[src/hw/pwmaq_pkg.sv]
// pwmaq_pkg: constants and types for the pwm action-qualifier block
package pwmaq_pkg;
    // =====================================================================
    // widths
    localparam int DATA_W = 16;
    localparam int ADR_W = 8;
    // =====================================================================
    // register byte offsets
    localparam logic [7:0] OFS_CTL_A = 8'h00;
    localparam logic [7:0] OFS_CTL_B = 8'h04;
    localparam logic [7:0] OFS_CMP_A = 8'h08;
    localparam logic [7:0] OFS_CMP_B = 8'h0c;
    localparam logic [7:0] OFS_CMPCTL = 8'h10;
    localparam logic [7:0] OFS_STAT = 8'h14;
    // =====================================================================
    // action control field positions (lsb of each 2-bit field)
    localparam int F_CBD = 10;
    localparam int F_CBU = 8;
    localparam int F_CAD = 6;
    localparam int F_CAU = 4;
    localparam int F_PRD = 2;
    localparam int F_ZRO = 0;
    localparam logic [15:0] CTL_RW_MASK = 16'h0fff;
    localparam logic [15:0] CTL_RST = 16'h0000;
    // =====================================================================
    // compare control fields
    localparam int CC_LDA = 0;
    localparam int CC_LDB = 2;
    localparam int CC_IMMA = 4;
    localparam int CC_IMMB = 5;
    localparam logic [15:0] CMPCTL_MASK = 16'h003f;
    localparam logic [15:0] CMPCTL_RST = 16'h0000;
    localparam logic [15:0] CMP_RST = 16'h0000;
    // =====================================================================
    // status bits
    localparam int ST_OUT_A = 0;
    localparam int ST_OUT_B = 1;
    localparam int ST_UP = 2;
    // =====================================================================
    // types
    typedef enum logic [1:0] {
        PWMAQ_NOP = 2'b00,
        PWMAQ_CLR = 2'b01,
        PWMAQ_SET = 2'b10,
        PWMAQ_TGL = 2'b11
    } pwmaq_act_t;
    typedef enum logic [1:0] {
        PWMAQ_LD_ZERO = 2'b00,
        PWMAQ_LD_PRD = 2'b01,
        PWMAQ_LD_BOTH = 2'b10,
        PWMAQ_LD_FRZ = 2'b11
    } pwmaq_ld_t;
endpackage : pwmaq_pkg

[src/hw/pwmaq_cmp_reg.sv]
// pwmaq_cmp_reg: one compare value with shadow and active copies
`timescale 1ns/1ps
module pwmaq_cmp_reg
    import pwmaq_pkg::*;
#(
    parameter int W = DATA_W
) (
    // clock and reset
    input wire logic mclk,
    input wire logic rst_b,
    input wire logic ce,
    // software write
    input wire logic wr_en,
    input wire logic [W-1:0] wr_data,
    // mode
    input wire logic imm_mode,
    input wire logic [1:0] load_mode,
    // time base events
    input wire logic step,
    input wire logic at_zero,
    input wire logic at_prd,
    // values
    output logic [W-1:0] active_r,
    output logic [W-1:0] shadow_r
);
    logic load_w;

    // =====================================================================
    // load strobe
    always_comb begin
        case (pwmaq_ld_t'(load_mode))
            PWMAQ_LD_ZERO: load_w = at_zero;
            PWMAQ_LD_PRD: load_w = at_prd;
            PWMAQ_LD_BOTH: load_w = at_zero | at_prd;
            default: load_w = 1'b0;
        endcase
    end

    // =====================================================================
    // shadow copy
    always_ff @(posedge mclk) begin
        if (!rst_b) begin
            shadow_r <= W'(CMP_RST);
        end else if (ce && wr_en && !imm_mode) begin
            shadow_r <= wr_data;
        end
    end

    // =====================================================================
    // active copy; a write landing with a load still moves the old shadow
    always_ff @(posedge mclk) begin
        if (!rst_b) begin
            active_r <= W'(CMP_RST);
        end else if (ce) begin
            if (imm_mode && wr_en) begin
                active_r <= wr_data;
            end else if (!imm_mode && step && load_w) begin
                active_r <= shadow_r; // [RULE11]
            end
        end
    end
endmodule : pwmaq_cmp_reg

[src/hw/pwmaq_top.sv]
// pwmaq_top: action qualifier for two pwm outputs with wishbone registers
//
// Behaviour
// RULE1: output a field 11:10 acts on compare b match while counting down.
// RULE2: output a field 9:8 acts on compare b match while counting up.
// RULE3: output a field 7:6 acts on compare a match while counting down.
// RULE4: output a field 5:4 acts on compare a match while counting up.
// RULE5: output a field 3:2 acts when counter equals period.
// RULE6: output a field 1:0 acts when counter equals zero.
// RULE7: action codes: 00 hold, 01 low, 10 high, 11 invert.
// RULE8: up-down mode at period, direction counts as down.
// RULE9: up-down mode at zero, direction counts as up.
// RULE10: output b register mirrors the fields; bits 15:12 read zero.
// RULE11: compare matches use active values, loaded from shadow per load mode.
// RULE12: outputs hold between events; reset gives low outputs, no actions.
// RULE13: simultaneous events on one output apply one action by fixed priority.
//
// Design decisions made here: the register addresses and register access over Wishbone.
`timescale 1ns/1ps
module pwmaq_top
    import pwmaq_pkg::*;
#(
    parameter int W = DATA_W
) (
    // clock, reset, enable
    input wire logic mclk,
    input wire logic rst_b,
    input wire logic ce,
    // wishbone slave
    input wire logic wb_cyc_i,
    input wire logic wb_stb_i,
    input wire logic wb_we_i,
    input wire logic [ADR_W-1:0] wb_adr_i,
    input wire logic [3:0] wb_sel_i,
    input wire logic [31:0] wb_dat_i,
    output logic [31:0] wb_dat_o,
    output logic wb_ack_o,
    // time base
    input wire logic [W-1:0] time_base_counter,
    input wire logic [W-1:0] time_base_period,
    input wire logic tb_step,
    input wire logic tb_count_up,
    input wire logic tb_updown,
    // qualified outputs
    output logic pwm_output_a,
    output logic pwm_output_b
);
    logic [15:0] ctl_a_r;
    logic [15:0] ctl_b_r;
    logic [15:0] cmpctl_r;
    logic [W-1:0] compare_value_a_act;
    logic [W-1:0] compare_value_a_shd;
    logic [W-1:0] compare_value_b_act;
    logic [W-1:0] compare_value_b_shd;
    logic req_w;
    logic wr_w;
    logic at_zero_w;
    logic at_prd_w;
    logic ca_hit_w;
    logic cb_hit_w;
    logic up_w;
    logic step_w;
    pwmaq_act_t act_a_w;
    pwmaq_act_t act_b_w;
    logic [15:0] compare_value_a_src_w;
    logic [15:0] compare_value_b_src_w;
    logic [31:0] rd_nxt;

    // =====================================================================
    // helpers
    function automatic logic hit(input logic [ADR_W-1:0] adr, input logic [7:0] ofs);
        return adr[ADR_W-1:2] == ofs[ADR_W-1:2];
    endfunction : hit

    function automatic logic [15:0] merge16(input logic [15:0] old,
                                            input logic [31:0] dat,
                                            input logic [3:0] sel);
        logic [15:0] m;
        m = old;
        if (sel[0]) m[7:0] = dat[7:0];
        if (sel[1]) m[15:8] = dat[15:8];
        return m;
    endfunction : merge16

    // lowest priority first, each enabled event overrides: zero, period, cmp a, cmp b
    function automatic pwmaq_act_t sel_act(input logic [15:0] ctl,
                                           input logic cb, input logic ca,
                                           input logic pz, input logic zr,
                                           input logic up);
        logic [1:0] a;
        logic [1:0] f;
        a = 2'b00;
        if (zr) a = ctl[F_ZRO+:2]; // [RULE6]
        f = ctl[F_PRD+:2];
        if (pz && f != 2'b00) a = f; // [RULE5]
        f = up ? ctl[F_CAU+:2] : ctl[F_CAD+:2]; // [RULE3] [RULE4]
        if (ca && f != 2'b00) a = f;
        f = up ? ctl[F_CBU+:2] : ctl[F_CBD+:2]; // [RULE1] [RULE2]
        if (cb && f != 2'b00) a = f; // [RULE13]
        return pwmaq_act_t'(a);
    endfunction : sel_act

    function automatic logic apply_act(input pwmaq_act_t a, input logic cur);
        logic n;
        case (a)
            PWMAQ_CLR: n = 1'b0; // [RULE7]
            PWMAQ_SET: n = 1'b1;
            PWMAQ_TGL: n = ~cur;
            default: n = cur; // [RULE12]
        endcase
        return n;
    endfunction : apply_act

    // =====================================================================
    // bus decode; one wait state, ack cleared the cycle after it is given
    assign req_w = wb_cyc_i && wb_stb_i && !wb_ack_o;
    assign wr_w = req_w && wb_we_i;
    assign compare_value_a_src_w = 16'(cmpctl_r[CC_IMMA] ? compare_value_a_act : compare_value_a_shd);
    assign compare_value_b_src_w = 16'(cmpctl_r[CC_IMMB] ? compare_value_b_act : compare_value_b_shd);

    always_ff @(posedge mclk) begin
        if (!rst_b) begin
            wb_ack_o <= 1'b0;
        end else if (ce) begin
            wb_ack_o <= req_w;
        end
    end

    // =====================================================================
    // action control registers
    always_ff @(posedge mclk) begin
        if (!rst_b) begin
            ctl_a_r <= CTL_RST; // [RULE12]
        end else if (ce && wr_w && hit(wb_adr_i, OFS_CTL_A)) begin
            ctl_a_r <= merge16(ctl_a_r, wb_dat_i, wb_sel_i) & CTL_RW_MASK;
        end
    end

    always_ff @(posedge mclk) begin
        if (!rst_b) begin
            ctl_b_r <= CTL_RST;
        end else if (ce && wr_w && hit(wb_adr_i, OFS_CTL_B)) begin
            ctl_b_r <= merge16(ctl_b_r, wb_dat_i, wb_sel_i) & CTL_RW_MASK; // [RULE10]
        end
    end

    always_ff @(posedge mclk) begin
        if (!rst_b) begin
            cmpctl_r <= CMPCTL_RST;
        end else if (ce && wr_w && hit(wb_adr_i, OFS_CMPCTL)) begin
            cmpctl_r <= merge16(cmpctl_r, wb_dat_i, wb_sel_i) & CMPCTL_MASK;
        end
    end

    // =====================================================================
    // compare values
    pwmaq_cmp_reg #(.W(W)) u_cmp_a (
        .mclk(mclk),
        .rst_b(rst_b),
        .ce(ce),
        .wr_en(wr_w && hit(wb_adr_i, OFS_CMP_A)),
        .wr_data(W'(merge16(compare_value_a_src_w, wb_dat_i, wb_sel_i))),
        .imm_mode(cmpctl_r[CC_IMMA]),
        .load_mode(cmpctl_r[CC_LDA+:2]),
        .step(tb_step),
        .at_zero(at_zero_w),
        .at_prd(at_prd_w),
        .active_r(compare_value_a_act),
        .shadow_r(compare_value_a_shd)
    );

    pwmaq_cmp_reg #(.W(W)) u_cmp_b (
        .mclk(mclk),
        .rst_b(rst_b),
        .ce(ce),
        .wr_en(wr_w && hit(wb_adr_i, OFS_CMP_B)),
        .wr_data(W'(merge16(compare_value_b_src_w, wb_dat_i, wb_sel_i))),
        .imm_mode(cmpctl_r[CC_IMMB]),
        .load_mode(cmpctl_r[CC_LDB+:2]),
        .step(tb_step),
        .at_zero(at_zero_w),
        .at_prd(at_prd_w),
        .active_r(compare_value_b_act),
        .shadow_r(compare_value_b_shd)
    );

    // =====================================================================
    // read mux; unmapped addresses read zero and are still acked
    always_comb begin
        rd_nxt = 32'h0000_0000;
        if (hit(wb_adr_i, OFS_CTL_A)) rd_nxt[15:0] = ctl_a_r;
        if (hit(wb_adr_i, OFS_CTL_B)) rd_nxt[15:0] = ctl_b_r;
        if (hit(wb_adr_i, OFS_CMP_A)) rd_nxt[15:0] = compare_value_a_src_w;
        if (hit(wb_adr_i, OFS_CMP_B)) rd_nxt[15:0] = compare_value_b_src_w;
        if (hit(wb_adr_i, OFS_CMPCTL)) rd_nxt[15:0] = cmpctl_r;
        if (hit(wb_adr_i, OFS_STAT)) begin
            rd_nxt[ST_OUT_A] = pwm_output_a;
            rd_nxt[ST_OUT_B] = pwm_output_b;
            rd_nxt[ST_UP] = tb_count_up;
        end
    end

    always_ff @(posedge mclk) begin
        if (!rst_b) begin
            wb_dat_o <= 32'h0000_0000;
        end else if (ce && req_w) begin
            wb_dat_o <= wb_we_i ? 32'h0000_0000 : rd_nxt;
        end
    end

    // =====================================================================
    // event detection; events only count on a counter step so a held
    // counter value cannot toggle the output more than once
    assign step_w = ce && tb_step;
    assign at_zero_w = time_base_counter == '0;
    assign at_prd_w = time_base_counter == time_base_period;
    assign ca_hit_w = time_base_counter == compare_value_a_act; // [RULE11]
    assign cb_hit_w = time_base_counter == compare_value_b_act;

    always_comb begin
        up_w = tb_count_up;
        if (tb_updown && at_prd_w) up_w = 1'b0; // [RULE8]
        if (tb_updown && at_zero_w) up_w = 1'b1; // [RULE9]
    end

    assign act_a_w = tb_step ? sel_act(ctl_a_r, cb_hit_w, ca_hit_w, at_prd_w, at_zero_w, up_w)
                             : PWMAQ_NOP;
    assign act_b_w = tb_step ? sel_act(ctl_b_r, cb_hit_w, ca_hit_w, at_prd_w, at_zero_w, up_w)
                             : PWMAQ_NOP;

    // =====================================================================
    // qualified outputs
    always_ff @(posedge mclk) begin
        if (!rst_b) begin
            pwm_output_a <= 1'b0; // [RULE12]
        end else if (ce) begin
            pwm_output_a <= apply_act(act_a_w, pwm_output_a);
        end
    end

    always_ff @(posedge mclk) begin
        if (!rst_b) begin
            pwm_output_b <= 1'b0;
        end else if (ce) begin
            pwm_output_b <= apply_act(act_b_w, pwm_output_b); // [RULE10]
        end
    end
endmodule : pwmaq_top

[config.mk]
export PLATFORM = sky130hd
export DESIGN_NAME = pwmaq_top
export DESIGN_NICKNAME = d
export VERILOG_FILES = /design/src/hw/pwmaq_pkg.sv /design/src/hw/pwmaq_cmp_reg.sv /design/src/hw/pwmaq_top.sv
export SDC_FILE = /design/constraint.sdc
export NUM_CORES = 1
export LEC_CHECK = 0
export BUFFER_PORTS_ARGS = -buffer_cell sky130_fd_sc_hd__buf_2
export CELL_PAD_IN_SITES_DETAIL_PLACEMENT = 0
export CELL_PAD_IN_SITES_GLOBAL_PLACEMENT = 2
export CORE_AREA = 2 2 153 155
export DETAILED_ROUTE_END_ITERATION = 16
export DIE_AREA = 0 0 155 157
export PLACE_DENSITY_LB_ADDON = 0.1
export SETUP_SLACK_MARGIN = 0.05
export SYNTH_ARGS = -nofsm -noshare
export SYNTH_HDL_FRONTEND = slang
export SYNTH_SLANG_ARGS = --single-unit
[constraint.sdc]
create_clock -name mclk -period 1.9 [get_ports mclk]
set_input_delay 0.19 -clock mclk [delete_from_list [all_inputs] [get_ports mclk]]
set_output_delay 0.19 -clock mclk [all_outputs]
set_load 0.01 [all_outputs]
==> flow_summary.toml, run 1 <==
[status]
status = "finished with violations"
violations = "setup timing"

[logic_synthesis]
ys.flop_type = "dfxtp_1"
synthArstFlopShare_pct = 0
synth.yosys.seq_area_share_pct = 32.6
syn_area_um2 = 6950
ys_types = 66
yosys_warnings = 0
synth-seq-cells = 113
synth_edf_count = 0
synth.avg_cell_area_um2 = 8.58
syn_inst = 810

[timing]
setup_violations = 18
rsz0062_at_grt = "true"
fmax_mhz = 471
fin_crit_sh_pct = 112
relSlewSlack_pct = 60.5
setup_tns_ps = -971
fin_ws_ps = -224
hold_violations = 0
layout_min_cycle_time_ps = 2120
finClkSkew_ps = 8.51
tightest_slew_ps = 593
maxSlewViolCount = 0

[die]
core_um2 = 22500
start_util_pct = 30.9
ios = 120
die-area_um2 = 24300
die_height_um = 157
fp.dieW_um = 155
num_rows = 55

[global_route]
grt_pass1_vias = 6289
grt_start_max_net_pins = 130
antenna_found_initial = 0
grt_overflow = 0
grt_util_all_layers_pct = 20.7
grt_pass1_wl_um = 37600

[cells_and_area]
fillers = 2229
drive_above_1_share_pct = 34.1
fin_nets = 1037
final_cell_mix = "nand2_1, dfxtp_1, buf_2, buf_4, o21ai_0"
n_antenna_cell = 0
fin_area_um2 = 9310
seqCellArea_um2 = 2280
final_util_pct = 41.4
multi_input_area_um2 = 4570
layout_commonest_cell = "nand2_1"
area_delta_synth_final_pct = 33.9

[setup_path]
worst-path-buf-inv = 2
worstPathMaxFanout = 4
cp-start-kind = "flip-flop"
crit_top_cell = "buf_4"
cp_top_family = "simple AND/OR/NAND/NOR gates"
cpMaxStageDelayCell = "dfxtp_2"
crit_path_end_kind = "flip-flop"
arrival_ps = 2440
max_stage_delay_ps = 360
path_cells = "xnor2_2, nand4_1, nor4_2, buf_4, o41ai_2, a41oi_1, buf_4, and3_4, a211oi_2, a31o_2"
critPathKind = "flip-flop to flip-flop"
crit_required_ps = 2210

[clock_tree]
cts_max_level = 4
cts_hold_buffers = 0
cts.clk_slew.worst_paths_ps = 60
clockBufferDepth = 2
numCtsBuffers = 17
cts_root_buf = "clkbuf_16"
clock_latency_ps = 430
cts_tree = "built"
cts.sinks = 113

[routing]
dr.pass1.iters = 7
wirelength_um = 25800
wire_per_inst_um = 20.7
routed_via_density = 5.17
detail-route-antenna-nets = 0
drc = 0
num_vias = 6454
drtIter0Drc = 403

[placement]
io_buffer_count = 83
placed_area_um2 = 8090
finalWeightedCongestion = 0.841
place_ws_ps = -515
post-dp-hpwl_um = 18200

[job]
drv_cap = 0

[worst_hold_path]
hp-class = "input pin to flip-flop"

[pwr]
leakagePower_nw = 3.80
ir_worst_vdd_v = 0.000509
cellPowerDensity_nw_per_um2 = 718
-- registers in the layout, summed over array words and instances (netlist names) --
register and cells:
u_cmp_b.shadow_r 16, wb_ack_o 1, cmpctl_r 6, wb_dat_o 16
pwm_output_a 1, ctl_a_r 12, u_cmp_b.active_r 16, u_cmp_a.shadow_r 16
ctl_b_r 12, pwm_output_b 1, u_cmp_a.active_r 16
-- what timing repair did --
item	in CTS	in global routing
buffers inserted	0	7
gates resized for setup	16	84
pin swaps	8	37
cloned	1	4
endpoints found under the setup margin	20	41
-- cell families after synthesis --
| kind of cell | synth area share (%) |
|---|---|
| other | 0.0540 |
| XOR/XNOR | 6.18 |
| buffers and inverters | 7.33 |
| AO/OA/AOI/OAI | 19.5 |
| flip-flops | 32.6 |
| multiplexers | 12.7 |
| AND/OR/NAND/NOR | 21.7 |
-- worst paths after layout --
kind,slack [ps],from,depth (start not counted),to
worst max-delay path,-220,u_cmp_b.active_r[11],10,pwm_output_b
worst min-delay path,50,wb_dat_i[11],3,ctl_b_r[11]
worst max register to register,-220,u_cmp_b.active_r[11],10,pwm_output_b
worst min register to register,460,wb_dat_o[2],2,wb_dat_o[2]
-- tightest hold or removal path, cell delays in order --
cell     delay (ps)
buf_2           100
mux2i_1          60
nor2b_1          90
-- cell type report --
class	count	area share, %
clock inverters	9	2.18
well taps	285	3.83
clock buffers	22	5.09
flip-flops and latches	113	24.5
repair buffers	181	15.1
multi-input cells	635	49.1
inverters	4	0.161
-- per-stage QoR --
step | power (mW) | instances | hold WS, ps
3_3_place_gp | 2.92 | 1206 | 452
4_1_cts | 6.71 | 1238 | 49.6
5_1_grt | 6.91 | 1249 | 62.9
2_1_floorplan | 2.70 | 825 | 337
3_5_place_dp | 2.93 | 1206 | 468
6_report | 6.69 | 1249 | 53.0
-- routing by layer --
layer  GRT usage, %  up-vias  wire, um
met3           3.39       25       909
met2           34.4      144     12300
met1           27.5     3161     12100
li1               -     3124         -
met5              0        -         0
met4           6.57        0       482
-- cell usage after synthesis, types with 3 or more instances --
cell         n  area [um^2]
a21boi_0    10         75.1
a21oi_1      8         40.0
a22oi_1     12         90.1
a2bb2oi_1    9         78.8
and2_1      36          225
and3_1       3         18.8
buf_1        4         15.0
buf_4       18          135
buf_6        9          101
clkbuf_1    31          116
clkbuf_8     4         55.1
dfxtp_1    113         2260
inv_1        4         15.0
mux2_2      31          349
mux2i_1     40          400
mux4_2       6          135
nand2_1    117          439
nand2b_1    14         87.6
nand3_1     21          105
nand4_1     13         81.3
nor2_1      16         60.1
nor2b_1     38          238
nor3_1       4         20.0
nor4_1      11         68.8
o211a_1     16          160
o211ai_1    14          105
o21ai_0     96          480
o21ai_1      4         20.0
o22ai_1      4         25.0
o41a_1       4         45.0
o41ai_1      3         26.3
or2b_2       4         35.0
xnor2_1     32          280
xor2_1      17          149
-- power breakdown --
part	total [mW]	internal, mW	switching (mW)
registers	2.37	2.37	0.00176
clock network	3.78	2.56	1.21
logic	0.542	0.232	0.309
(Power assumes the default switching activity.)
==> run 2: changes to the inputs <==
- CORE_AREA: 2 2 153 155 -> 2 2 182 131
- DIE_AREA: 0 0 155 157 -> 0 0 184 133
==> flow_summary.toml, run 2 (same netlist as run 1, synthesis figures left out) <==
[placement]
post-dp-hpwl_um = 19300
dp.cells = 1220
finalWeightedCongestion = 0.892
placed_area_um2 = 8120
io_buffer_count = 83

[routing]
drtIter0Drc = 364
drc = 0
routed_via_density = 5.13
num_vias = 6458
wire_per_inst_um = 20.3
wirelength_um = 25500
dr.pass1.iters = 5
detail-route-antenna-nets = 0

[cells_and_area]
final_cells = 1258
area_delta_synth_final_pct = 31.3
layout_commonest_cell = "nand2_1"
fillers = 2340
seqCellArea_um2 = 2300
final_cell_mix = "nand2_1, dfxtp_1, buf_4, buf_2, o21ai_0"
n_antenna_cell = 0
multi_input_area_um2 = 4450
fin_nets = 1037
fin_area_um2 = 9120
drive_above_1_share_pct = 32.7

[clock_tree]
clock_latency_ps = 430
numCtsBuffers = 17
cts_tree = "built"
cts.sinks = 113
cts.clk_slew.worst_paths_ps = 60
cts_hold_buffers = 0
cts_root_buf = "clkbuf_16"
cts_max_level = 4
clockBufferDepth = 2

[timing]
fmax_mhz = 503
fin_crit_sh_pct = 105
finClkSkew_ps = 10.6
maxSlewViolCount = 0
holdWs_ps = 56.1
layout_min_cycle_time_ps = 1990
hold_violations = 0
fin_ws_ps = -88.7
setup_violations = 2
rsz0062_at_grt = "true"

[status]
violations = "setup timing"
status = "finished with violations"

[global_route]
antenna_found_initial = 0
grt_start_max_net_pins = 71
grt_pass1_vias = 6305
grt_util_all_layers_pct = 20.8
grt_pass1_wl_um = 37900
grt_overflow = 0

[pwr]
totalPowerFinal_mw = 6.60
cellPowerDensity_nw_per_um2 = 724
leakagePower_nw = 3.76
ir_worst_vdd_v = 0.000651

[setup_path]
crit_required_ps = 2220
critPathKind = "flip-flop to flip-flop"
crit_path_end_kind = "flip-flop"
worstPathMaxFanout = 4
cp-start-kind = "flip-flop"
arrival_ps = 2310

[die]
die_height_um = 133
ios = 120
core_um2 = 22900
fp.dieW_um = 184
start_util_pct = 30.3
num_rows = 47
die-area_um2 = 24500

[worst_hold_path]
hp-class = "input pin to flip-flop"

[job]
drv_cap = 0
## run 2: final cells by class
class / instances / share of cell area, %
repair buffers: 181 / 14.5
clock buffers: 21 / 5.05
clock inverters: 10 / 2.26
inverters: 4 / 0.165
flip-flops and latches: 113 / 25.2
multi-input cells: 635 / 48.8
well taps: 294 / 4.03
## run 2: path summary, 6_finish.rpt
check,start,endpoint,slack (ps),depth (start not counted)
worst max-delay path,u_cmp_b.active_r[9],pwm_output_b,-90,9
worst min-delay path,wb_dat_i[7],ctl_b_r[7],60,3
worst max register to register,u_cmp_b.active_r[9],pwm_output_b,-90,9
worst min register to register,wb_dat_o[2],wb_dat_o[2],470,2
## run 2: repair_timing
action	in CTS	in global routing
gates resized for setup	33	30
setup endpoints to repair	16	57
setup buffers	1	2
pin swaps	11	16
cloned	0	4
## run 2: metal layers
metal	track usage [%]	part of all wire, %	up-vias	routed length [um]
li1	-	-	3130	-
met1	30.4	51	3181	13000
met2	31.0	44	126	11100
met3	4.07	4.1	21	1060
met4	5.56	1.5	0	371
met5	0	0	-	0
## run 2: metrics by stage
| step | TNS, ps | utilization, % | setup slack [ps] |
|---|---|---|---|
| CTS | -149 | 38.8 | -89.2 |
| global route | -415 | 39.8 | -243 |
| global placement | -17080 | 35.4 | -398 |
| floorplan | -3400 | - | -155 |
| finish | -113 | 39.8 | -88.7 |
| detailed placement | -18500 | 35.4 | -441 |
## run 2: report_power, final
part / leakage (nW) / internal, mW / switching [mW] / total [mW]
combinational: 2.51 / 0.230 / 0.303 / 0.532
clock: 0.323 / 2.52 / 1.19 / 3.71
sequential: 0.920 / 2.36 / 0.00187 / 2.36
## run 2: critical path: stages, from the launching register on
cell      delay, ps
dfxtp_4         360
xnor2_2         120
nand4_1         130
nor4_2          280
buf_4           170
o41ai_2          70
a41oi_2         280
and3_1          200
a211oi_1         50
a31o_2          210
==> run 3: changes to the inputs <==
- BUFFER_PORTS_ARGS: -buffer_cell sky130_fd_sc_hd__buf_2 -> not set
- CORE_AREA: 2 2 182 131 -> 2 2 174 125
- DIE_AREA: 0 0 184 133 -> 0 0 176 127
- DONT_BUFFER_PORTS: not set -> 1
- SYNTH_HIERARCHICAL: not set -> 1
==> flow_summary.toml, run 3 <==
[global_route]
grt_overflow = 0
grt_util_all_layers_pct = 25.3
grt_pass1_wl_um = 41500
antenna_found_initial = 0
grt_start_max_net_pins = 113
grt_pass1_vias = 6432

[setup_path]
max_stage_delay_ps = 370
crit_path_end_kind = "flip-flop"
worstPathMaxFanout = 4
reg2reg_setup_slack_ps = -30
crit_required_ps = 2270
startpoint = "u_cmp_a/active_r[10]"
path_cells = "xnor2_2, nand4_1, nor4_2, buf_4, inv_4, a31oi_4, nor2_2, o31ai_1, a32o_1"
critPathKind = "flip-flop to flip-flop"
cpMaxStageDelayCell = "dfxtp_4"
r2r_start = "u_cmp_a/active_r[10]"
cp-start-kind = "flip-flop"
arrival_ps = 2290

[routing]
drtIter0Drc = 422
routed_via_density = 5.54
num_vias = 6517
detail-route-antenna-nets = 0
drc = 0
wirelength_um = 27900
dr.pass1.iters = 5
wire_per_inst_um = 23.7

[die]
core_um2 = 20500
ios = 120
die_height_um = 127
fp.dieW_um = 176
start_util_pct = 33.9
num_rows = 44
die-area_um2 = 22400

[pwr]
ir_worst_vdd_v = 0.000637
cellPowerDensity_nw_per_um2 = 708
leakagePower_nw = 3.45

[status]
status = "finished with violations"
violations = "setup timing"

[logic_synthesis]
synth_common_cells = "nand2_1, dfxtp_1, nor2_1"
yosysTopAreaCell = "dfxtp_1"
ys.flop_type = "dfxtp_1"
synth.yosys.seq_area_share_pct = 32.5
ys_types = 52
synth_top_area_share_pct = 32.5
syn_area_um2 = 6950
yosys_warnings = 6
synthArstFlopShare_pct = 0
yosys-top-cells-area = "dfxtp_1, mux2i_1, nand2_1"
synth-seq-cells = 113
synth.avg_cell_area_um2 = 8.31
synth_edf_count = 0
syn_inst = 837
synth_most_common_cell = "nand2_1"

[cells_and_area]
fin_nets = 974
area_delta_synth_final_pct = 24.7
fillers = 2062
drive_above_1_share_pct = 22.6
final_cell_mix = "nand2_1, dfxtp_1, nor2_1, buf_4, mux2i_1"
final_util_pct = 42.2
n_antenna_cell = 0
layout_commonest_cell = "nand2_1"

[timing]
tightest_slew_ps = 652
fin_ws_ps = -26.0
rsz0062_at_grt = "true"
finClkSkew_ps = 10.3
layout_min_cycle_time_ps = 1930
holdWs_ps = 15.7
setup_violations = 2
hold_violations = 0
maxSlewViolCount = 0
fmax_mhz = 519
relSlewSlack_pct = 56.3
fin_crit_sh_pct = 101

[placement]
place_ws_ps = -184
post-dp-hpwl_um = 19800
finalWeightedCongestion = 0.901
io_buffer_count = 0

[clock_tree]
clock_latency_ps = 430
cts.clk_slew.worst_paths_ps = 50
cts_root_buf = "clkbuf_16"
post_cts_buffers = 0
numCtsBuffers = 17
cts_tree = "built"
cts.sinks = 113
clockBufferDepth = 2
cts_max_level = 4

[worst_hold_path]
worstHoldStart = "wb_we_i"
hp-class = "input pin to flip-flop"

[job]
drv_cap = 0
run 3: worst paths after layout:
path                                       endpoint  cells past startpoint
worst max-delay path                   pwm_output_b                      9
worst min-delay path                    wb_dat_o[1]                      3
worst max register to register         pwm_output_b                      9
worst min register to register  u_cmp_a/shadow_r[6]                      2
run 3: area by class of cell:
class,instances,area (um^2),area share (%)
Multi-Input combinational cell,664,4560,52.6
Sequential cell,113,2300,26.5
Timing Repair Buffer,89,832,9.60
Clock buffer,21,480,5.54
Tap cell,276,345,3.98
Clock inverter,9,131,1.52
Inverter,4,17.5,0.202
run 3: metal layers:
metal  global-route usage, %  share of wire, %
met1                    36.6                49
met2                    38.9                45
met3                    5.12               5.9
met4                    5.83              0.93
met5                       0                 0
run 3: through the flow:
stage | instances | power (mW) | cell area (um^2) | TNS, ps
after floorplan | 852 | 2.73 | 7100 | -965
after global placement | 1130 | 2.72 | 7660 | -1980
after detailed placement | 1130 | 2.72 | 7660 | -1580
after CTS | 1176 | 6.18 | 8540 | -2.56
after global routing | 1176 | 6.33 | 8670 | -161
final | 1176 | 6.13 | 8670 | -46.5
run 3: cell families after synthesis:
group	count (synthesis)	synth area share, %
flops	113	32.5
other cells	1	0.0539
compound gates	213	21.7
buf+inv	75	5.97
mux	81	12.6
xor+xnor	50	6.30
simple gates	304	20.9
run 3: worst max-delay path, delay by kind of cell (launching register included):
kind | cells | cell delay, ps
AOI/OAI and AO/OA | 3 | 560
xor gates and xnor gates | 1 | 150
buffers and inverters | 2 | 230
DFF | 1 | 370
and+or+nand+nor | 3 | 540
run 3: power by group:
group / switching [mW] / total, mW / internal, mW
combinational: 0.216 / 0.390 / 0.173
clock: 1.20 / 3.38 / 2.18
sequential: 0.00146 / 2.36 / 2.36
run 3: repair_timing:
item	in CTS	in global routing
hold buffers	16	0
endpoints found under the setup margin	7	43
resized for setup	30	31
pin swaps	8	12
endpoints found under the hold margin	113	0
